==> config.mk <==
export PLATFORM = sky130hd
export DESIGN_NAME = oag_operand_address_generator
export DESIGN_NICKNAME = d
export VERILOG_FILES = /design/src/hdl/oag_pkg.sv /design/src/hdl/oag_regfile_if.sv /design/src/hdl/oag_stepper.sv /design/src/hdl/oag_regfile.sv /design/src/hdl/oag_operand_address_generator.sv
export SDC_FILE = /design/constraint.sdc
export NUM_CORES = 1
export LEC_CHECK = 0
export BUFFER_PORTS_ARGS = -buffer_cell sky130_fd_sc_hd__clkbuf_2
export CAP_MARGIN = 20
export CORE_ASPECT_RATIO = 0.7
export CORE_MARGIN = 4
export CORE_UTILIZATION = 45
export DETAILED_ROUTE_END_ITERATION = 8
export RECOVER_POWER = 25
export SLEW_MARGIN = 5
export SYNTH_ARGS = -nofsm -noshare
export SYNTH_HDL_FRONTEND = slang
export SYNTH_SLANG_ARGS = --single-unit
==> constraint.sdc <==
create_clock -name sys_clk -period 12.1 [get_ports sys_clk]
set_clock_uncertainty 0.2 [all_clocks]
set_input_delay 1.21 -clock sys_clk [delete_from_list [all_inputs] [get_ports sys_clk]]
set_output_delay 1.21 -clock sys_clk [all_outputs]
set_load 0.02 [all_outputs]
==> src/hdl/oag_pkg.sv <==
// oag_pkg: shared constants and types of the operand address generator
// assumes a 16-bit word machine with eight general registers
package oag_pkg;

    // ------------------------------------------------------------------
    // widths and register file shape
    // ------------------------------------------------------------------
    localparam int OAG_ADDR_W = 16;
    localparam int OAG_GPR_COUNT = 8;
    localparam logic [15:0] OAG_GPR_RESET = 16'h0000;

    // ------------------------------------------------------------------
    // addressing modes (3-bit mode field)
    // ------------------------------------------------------------------
    localparam logic [2:0] MODE_REGISTER = 3'h0;
    localparam logic [2:0] MODE_DEFERRED = 3'h1;
    localparam logic [2:0] MODE_POST_INC = 3'h2;
    localparam logic [2:0] MODE_POST_INC_DEF = 3'h3;
    localparam logic [2:0] MODE_PRE_DEC = 3'h4;
    localparam logic [2:0] MODE_PRE_DEC_DEF = 3'h5;
    localparam logic [2:0] MODE_INDEX = 3'h6;
    localparam logic [2:0] MODE_INDEX_DEF = 3'h7;

    // ------------------------------------------------------------------
    // special registers and step sizes
    // ------------------------------------------------------------------
    localparam logic [2:0] stack_pointer_reg = 3'h6;
    localparam logic [2:0] program_counter_reg = 3'h7;
    localparam logic [15:0] OAG_STEP_WORD = 16'h0002;
    localparam logic [15:0] OAG_STEP_BYTE = 16'h0001;

    typedef logic [OAG_ADDR_W-1:0] oag_word_t;

    typedef enum logic [4:0] {
        OAG_IDLE = 5'h01,
        OAG_EVAL = 5'h02,
        OAG_IMM = 5'h04,
        OAG_IDX = 5'h08,
        OAG_PTR = 5'h10
    } oag_state_t;

endpackage

==> src/hdl/oag_regfile_if.sv <==
// oag_regfile_if: register file read and update port used by the generator
// assumes one clock domain; the generator drives, the register file answers
`timescale 1ns/1ps
interface oag_regfile_if;
    import oag_pkg::*;
    logic [2:0] rd_sel;
    oag_word_t rd_data;
    oag_word_t pc_value;
    logic wr_en;
    logic [2:0] wr_sel;
    oag_word_t wr_data;

    modport gen (output rd_sel, output wr_en, output wr_sel, output wr_data, input rd_data, input pc_value);
    modport rf (input rd_sel, input wr_en, input wr_sel, input wr_data, output rd_data, output pc_value);
endinterface

==> src/hdl/oag_stepper.sv <==
// oag_stepper: adds or subtracts the operand step from a register value
// assumes purely combinational use inside the generator
`timescale 1ns/1ps
module oag_stepper
    import oag_pkg::*;
(
    // operands
    input wire oag_word_t base,
    input wire logic byte_op,
    input wire logic word_only,
    input wire logic decrement,
    // result
    output oag_word_t result
);

    oag_word_t step;

    // pointers and stack/program counter always move by a full word
    always_comb begin
        step = (byte_op && !word_only) ? OAG_STEP_BYTE : OAG_STEP_WORD;
        result = decrement ? oag_word_t'(base - step) : oag_word_t'(base + step); // wraps in 16 bits
    end

endmodule

==> src/hdl/oag_regfile.sv <==
// oag_regfile: eight general registers held in flip-flops
// assumes the generator update and the external load share one clock
`timescale 1ns/1ps
module oag_regfile
    import oag_pkg::*;
(
    // clock and reset
    input wire logic sys_clk,
    input wire logic reset_n,
    // generator side
    oag_regfile_if.rf port,
    // external load from the rest of the processor
    input wire logic load_en,
    input wire logic [2:0] load_sel,
    input wire oag_word_t load_data
);

    oag_word_t gpr [OAG_GPR_COUNT];
    oag_word_t next_gpr [OAG_GPR_COUNT];

    // reads are combinational so the generator sees values in the same cycle
    assign port.rd_data = gpr[port.rd_sel];
    assign port.pc_value = gpr[program_counter_reg];

    // generator update wins over an external load to keep address math coherent
    always_comb begin
        next_gpr = gpr;
        if (port.wr_en) begin
            next_gpr[port.wr_sel] = port.wr_data;
        end else if (load_en) begin
            next_gpr[load_sel] = load_data;
        end
    end

    always_ff @(posedge sys_clk or negedge reset_n) begin
        if (!reset_n) begin
            for (int i = 0; i < OAG_GPR_COUNT; i++) begin
                gpr[i] <= OAG_GPR_RESET;
            end
        end else begin
            gpr <= next_gpr;
        end
    end

endmodule

==> src/hdl/oag_operand_address_generator.sv <==
// oag_operand_address_generator: operand effective-address generation
// assumes the memory path answers each held mem_req with a one-cycle mem_ack
`timescale 1ns/1ps

module oag_operand_address_generator
    import oag_pkg::*;
(
    // clock and reset
    input wire logic sys_clk,
    input wire logic reset_n,
    // operand specifier request
    input wire logic start,
    input wire logic [2:0] mode,
    input wire logic [2:0] reg_sel,
    input wire logic byte_op,
    output logic busy,
    // result
    output logic done,
    output logic operand_in_reg,
    output logic operand_is_imm,
    output oag_word_t operand_value,
    output logic eff_addr_valid,
    output oag_word_t eff_addr,
    // memory read path
    output logic mem_req,
    output oag_word_t mem_addr,
    output logic mem_istream,
    input wire logic mem_ack,
    input wire oag_word_t mem_rdata,
    // register load from the processor
    input wire logic load_en,
    input wire logic [2:0] load_sel,
    input wire oag_word_t load_data
);

    // ------------------------------------------------------------------
    // state
    // ------------------------------------------------------------------
    oag_state_t state, next_state;
    logic [2:0] cur_mode, next_cur_mode;
    logic [2:0] cur_sel, next_cur_sel;
    logic cur_byte, next_cur_byte;
    logic next_busy, next_done, next_in_reg, next_is_imm, next_ea_valid;
    oag_word_t next_operand_value, next_eff_addr, next_mem_addr;
    logic next_mem_req, next_mem_istream;
    oag_word_t reg_stepped, pc_stepped, index_base, index_sum;
    logic force_word, is_dec, sel_is_pc;

    oag_regfile_if rfp();

    // ------------------------------------------------------------------
    // register file and step units
    // ------------------------------------------------------------------
    oag_regfile u_regfile (
        .sys_clk(sys_clk),
        .reset_n(reset_n),
        .port(rfp.rf),
        .load_en(load_en),
        .load_sel(load_sel),
        .load_data(load_data)
    );

    // deferred modes move by a pointer width regardless of operand size
    assign sel_is_pc = (cur_sel == program_counter_reg);
    assign force_word = (cur_sel == stack_pointer_reg) || sel_is_pc
        || (cur_mode == MODE_POST_INC_DEF) || (cur_mode == MODE_PRE_DEC_DEF);
    assign is_dec = (cur_mode == MODE_PRE_DEC) || (cur_mode == MODE_PRE_DEC_DEF);

    oag_stepper u_reg_step (
        .base(rfp.rd_data),
        .byte_op(cur_byte),
        .word_only(force_word),
        .decrement(is_dec),
        .result(reg_stepped)
    );

    // program counter always advances by one word per stream fetch
    oag_stepper u_pc_step (
        .base(rfp.pc_value),
        .byte_op(1'b0),
        .word_only(1'b1),
        .decrement(1'b0),
        .result(pc_stepped)
    );

    // with the counter as base the updated value (index word address + 2) is used
    assign index_base = sel_is_pc ? pc_stepped : rfp.rd_data;
    assign index_sum = oag_word_t'(mem_rdata + index_base);
    assign rfp.rd_sel = cur_sel;

    // ------------------------------------------------------------------
    // sequencing
    // ------------------------------------------------------------------
    always_comb begin
        next_state = state;
        next_cur_mode = cur_mode;
        next_cur_sel = cur_sel;
        next_cur_byte = cur_byte;
        next_busy = busy;
        next_done = 1'b0;
        next_in_reg = operand_in_reg;
        next_is_imm = operand_is_imm;
        next_ea_valid = eff_addr_valid;
        next_operand_value = operand_value;
        next_eff_addr = eff_addr;
        next_mem_req = mem_req;
        next_mem_addr = mem_addr;
        next_mem_istream = mem_istream;
        rfp.wr_en = 1'b0;
        rfp.wr_sel = cur_sel;
        rfp.wr_data = reg_stepped;
        // every completed stream fetch moves the counter past the word
        if (mem_req && mem_ack && mem_istream) begin
            rfp.wr_en = 1'b1;
            rfp.wr_sel = program_counter_reg;
            rfp.wr_data = pc_stepped;
        end
        case (state)
            OAG_IDLE: begin
                // requests while busy are simply not looked at
                if (start) begin
                    next_cur_mode = mode;
                    next_cur_sel = reg_sel;
                    next_cur_byte = byte_op;
                    next_busy = 1'b1;
                    next_in_reg = 1'b0;
                    next_is_imm = 1'b0;
                    next_ea_valid = 1'b0;
                    next_state = OAG_EVAL;
                end
            end
            OAG_EVAL: begin
                case (cur_mode)
                    MODE_REGISTER: begin
                        next_operand_value = rfp.rd_data;
                        next_in_reg = 1'b1;
                        next_done = 1'b1;
                        next_busy = 1'b0;
                        next_state = OAG_IDLE;
                    end
                    MODE_DEFERRED: begin
                        next_eff_addr = rfp.rd_data;
                        next_ea_valid = 1'b1;
                        next_done = 1'b1;
                        next_busy = 1'b0;
                        next_state = OAG_IDLE;
                    end
                    MODE_POST_INC, MODE_POST_INC_DEF: begin
                        if (sel_is_pc) begin
                            // immediate or absolute: the word after the instruction
                            next_mem_req = 1'b1;
                            next_mem_addr = rfp.pc_value;
                            next_mem_istream = 1'b1;
                            next_state = (cur_mode == MODE_POST_INC) ? OAG_IMM : OAG_PTR;
                        end else if (cur_mode == MODE_POST_INC) begin
                            next_eff_addr = rfp.rd_data;
                            next_ea_valid = 1'b1;
                            rfp.wr_en = 1'b1;
                            next_done = 1'b1;
                            next_busy = 1'b0;
                            next_state = OAG_IDLE;
                        end else begin
                            next_mem_req = 1'b1;
                            next_mem_addr = rfp.rd_data;
                            next_mem_istream = 1'b0;
                            rfp.wr_en = 1'b1;
                            next_state = OAG_PTR;
                        end
                    end
                    MODE_PRE_DEC: begin
                        rfp.wr_en = 1'b1;
                        next_eff_addr = reg_stepped;
                        next_ea_valid = 1'b1;
                        next_done = 1'b1;
                        next_busy = 1'b0;
                        next_state = OAG_IDLE;
                    end
                    MODE_PRE_DEC_DEF: begin
                        rfp.wr_en = 1'b1;
                        next_mem_req = 1'b1;
                        next_mem_addr = reg_stepped;
                        next_mem_istream = 1'b0;
                        next_state = OAG_PTR;
                    end
                    MODE_INDEX, MODE_INDEX_DEF: begin
                        next_mem_req = 1'b1;
                        next_mem_addr = rfp.pc_value;
                        next_mem_istream = 1'b1;
                        next_state = OAG_IDX;
                    end
                    default: begin
                        next_state = OAG_IDLE;
                    end
                endcase
            end
            OAG_IMM: begin
                if (mem_ack) begin
                    next_mem_req = 1'b0;
                    next_operand_value = mem_rdata;
                    next_is_imm = 1'b1;
                    next_done = 1'b1;
                    next_busy = 1'b0;
                    next_state = OAG_IDLE;
                end
            end
            OAG_IDX: begin
                if (mem_ack) begin
                    if (cur_mode == MODE_INDEX_DEF) begin
                        next_mem_addr = index_sum;
                        next_mem_istream = 1'b0;
                        next_state = OAG_PTR;
                    end else begin
                        next_mem_req = 1'b0;
                        next_eff_addr = index_sum;
                        next_ea_valid = 1'b1;
                        next_done = 1'b1;
                        next_busy = 1'b0;
                        next_state = OAG_IDLE;
                    end
                end
            end
            OAG_PTR: begin
                // the word read is the operand address
                if (mem_ack) begin
                    next_mem_req = 1'b0;
                    next_eff_addr = mem_rdata;
                    next_ea_valid = 1'b1;
                    next_done = 1'b1;
                    next_busy = 1'b0;
                    next_state = OAG_IDLE;
                end
            end
            default: begin
                next_state = OAG_IDLE;
                next_busy = 1'b0;
                next_mem_req = 1'b0;
            end
        endcase
    end

    always_ff @(posedge sys_clk or negedge reset_n) begin
        if (!reset_n) begin
            state <= OAG_IDLE;
            cur_mode <= MODE_REGISTER;
            cur_sel <= 3'h0;
            cur_byte <= 1'b0;
            busy <= 1'b0;
            done <= 1'b0;
            operand_in_reg <= 1'b0;
            operand_is_imm <= 1'b0;
            eff_addr_valid <= 1'b0;
            operand_value <= OAG_GPR_RESET;
            eff_addr <= OAG_GPR_RESET;
            mem_req <= 1'b0;
            mem_addr <= OAG_GPR_RESET;
            mem_istream <= 1'b0;
        end else begin
            state <= next_state;
            cur_mode <= next_cur_mode;
            cur_sel <= next_cur_sel;
            cur_byte <= next_cur_byte;
            busy <= next_busy;
            done <= next_done;
            operand_in_reg <= next_in_reg;
            operand_is_imm <= next_is_imm;
            eff_addr_valid <= next_ea_valid;
            operand_value <= next_operand_value;
            eff_addr <= next_eff_addr;
            mem_req <= next_mem_req;
            mem_addr <= next_mem_addr;
            mem_istream <= next_mem_istream;
        end
    end

    wire eval = (state == OAG_EVAL);
endmodule

==> key figures <==
Run status
  • Outcome: complete, but fails checks
  • Failing checks: max-capacitance violations, max-slew violations

Min path
  • Class of the worst hold path: reg -> reg

STA
  • Setup WS post-layout: around 5.2 ns
  • RSZ-0062 raised after global routing: no
  • Fin crit share: 0.572
  • Final worst path period need: 6.92 ns
  • Worst-Margin Slew: 4.39 ns
  • Final Hold Vio Count: 0
  • Fmax achieved: 145 MHz
  • Setup_tns: 0 ns
  • Slew Limit Headroom: -1.93
  • Max Slew Vio Count: 134
  • Final setup violating endpoints: 0

Setup path
  • Critical path class: in -> async
  • Worst setup SP type: primary input
  • Count of buffer and inverter cells on the critical path: 2
  • WP data arrival: about 6.5 ns
  • Data required, critical path: 11.63 ns
  • Critical Path Max Stage Delay: between 3 and 4 ns
  • Most numerous cell on the critical path: clkbuf_1
  • Peak fanout along the critical path: 77
  • Critical path capture point type: async pin
  • Critical path's top delay family: buffers and inverters
  • Crit path cell chain: clkbuf_1 -> clkbuf_1
  • CP max stage cell: clkbuf_1

Detailed routing
  • Post-route ant nets: 0
  • Wire per inst: ~24 µm
  • Total length of routed wires: 40.9 mm
  • DR iter-0 viols: 1246
  • DRC viols: 0
  • Vias per cell: 6.40
  • Vias: 11100
  • Pre-Repair DR Iteration Count: 5

Synthesis
  • Yosys top cell by area: dfrtp_1
  • Synth Cell Area: 12200 µm²
  • Seq/Total Area, Yosys: 0.401
  • #FFs+latches synth: 195
  • Top cells by area, synth: dfrtp_1 (40%), mux4_2 (5.9%), nor2_1 (5.3%), o21ai_0 (5.2%), a21oi_1 (4.0%)
  • Netlist cell types: 85
  • Asr flop ratio synth: 1.00
  • Post-synth EDFFs: 0
  • Post-Syn Instances: 1297
  • Syn Nets: about 1400
  • Yosys top cell area share: 0.399
  • Top FF cell, synth: dfrtp_1
  • YS warnings: 0
  • Avg Inst Size Synth: 9.39 µm²

Placement
  • Port Buffers: a little over 100
  • Routability cong.: a little over 0.9
  • Pre-CTS setup slack: 7.22 ns
  • Hpwl dp: 28.9 mm

Global route
  • Total GRT Usage: 0.277
  • Initial antenna violation count: 0
  • Vias in the first global route: approximately 11000
  • First-pass GRT wire length: 64.5 mm
  • Pin count of the biggest net entering global routing: 78
  • Grt total ovfl: 0

CTS
  • Hold_buf cts: 0
  • CTS tree: done
  • Post-cts resize count: 0
  • Inserted Clock Buffers: 17
  • H-tree Lvls: 4
  • Maximum clock path buffer count: 2
  • CTS root buf: clkbuf_16
  • Post-CTS Setup Bufs: 0
  • Clock Sinks: between 150 and 200
  • Worst-Skew Late Latency: 0.47 ns
  • Clock-pin slew on the worst setup and hold paths: 0.07 ns

Cells and area
  • Layout Utilization: 0.512
  • Max FFs per register: 112
  • Reg with most FFs: u_regfile.gpr
  • Share of layout cells above drive strength 1: 0.187
  • Commonest cells after routing, fill and taps aside: dfrtp_1 (192), nor2_1 (171), o21ai_0 (126)
  • Area growth syn-to-layout: 12.3%
  • Final nets: 1432
  • Most common cell after layout, fill and taps aside: dfrtp_1
  • # diodes: 0

Floorplanning
  • Die area: 29800 µm²
  • Core area: 26700 µm²
  • # rows: 50
  • Initial Utilization: 0.456
  • Top Ports: 102
  • Die width: between 200 and 250 µm
  • DIE HEIGHT: 146 µm

Run
  • Max-cap viol count: 2
## cell type report
cell class / count / area [µm²]
Clock buffer: 19 / 453
Clock inverter: 13 / 185
Fill cell: 2505 / 13000
Inverter: 17 / 63.8
Multi-Input combinational cell: 985 / 6850
Sequential cell: 195 / 4880
Tap cell: 364 / 455
Timing Repair Buffer: 136 / 783
## kinds of logic (layout without fill, tap and decap cells)
kind of cell             count (synthesis)  in the layout  synth area share
AO/OA/AOI/OAI                          470            470             0.262
AND/OR/NAND/NOR                        369            369             0.136
flip-flops                             195            195             0.401
buffers and inverters                  117            185            0.0402
multiplexers                            75             75            0.0973
XOR/XNOR                                38             38            0.0285
adder cells (fa/ha/maj)                 33             33            0.0351
## synth_stat cells, types with 4 or more instances
master	count
nor2_1	171
xor2_1	16
nand2_1	93
dfrtp_1	194
o221ai_1	9
a221oi_1	12
nor2b_1	11
buf_1	12
o21ai_1	9
nand3b_1	4
nand4_1	4
o21a_1	7
nand2b_1	5
o22ai_1	8
and2_1	7
a22oi_2	7
ha_1	31
a211oi_1	9
a221o_1	41
clkbuf_1	62
nand3_1	29
nor3_1	16
o211ai_1	6
buf_2	21
a21o_1	10
a31oi_1	11
a22o_1	4
a22oi_1	65
a21oi_1	98
mux2i_1	18
xnor2_1	21
and3_1	6
mux2_2	23
mux4_2	32
inv_1	16
o21ai_0	126
## worst paths after layout
path,startpoint,to,slack [ns],cells past startpoint
max,reset_n,cur_sel[0],5.18,2
min,mem_addr[5],mem_addr[5],0.28,2
max reg2reg,cur_sel[0],mem_addr[12],7.07,14
min reg2reg,mem_addr[5],mem_addr[5],0.28,2
max in group sys_clk,cur_sel[0],mem_addr[12],7.07,14
min in group asynchronous,reset_n,u_regfile.gpr[67],2.10,1
## routing by layer
layer / wire length (µm) / track usage / part of all wire / up-vias
met5: 0 / 0 / 0 / -
met4: 491 / 0.0589 / 0.012 / 0
met3: 4090 / 0.0766 / 0.10 / 42
met2: 17700 / 0.398 / 0.43 / 545
met1: 18600 / 0.420 / 0.45 / 5488
li1: - / - / - / 4993
## through the flow
stage	hold slack (ns)	instance area (µm²)	cells
CTS	0.284	13700	1726
detailed placement	0.267	13000	1694
global placement	0.262	13000	1691
global route	0.303	13700	1729
finish	0.279	13700	1729
floorplan	0.245	12200	1297
Power is not shown: default switching activity piles up to over one toggle a cycle in this logic, so the estimate is an artifact.
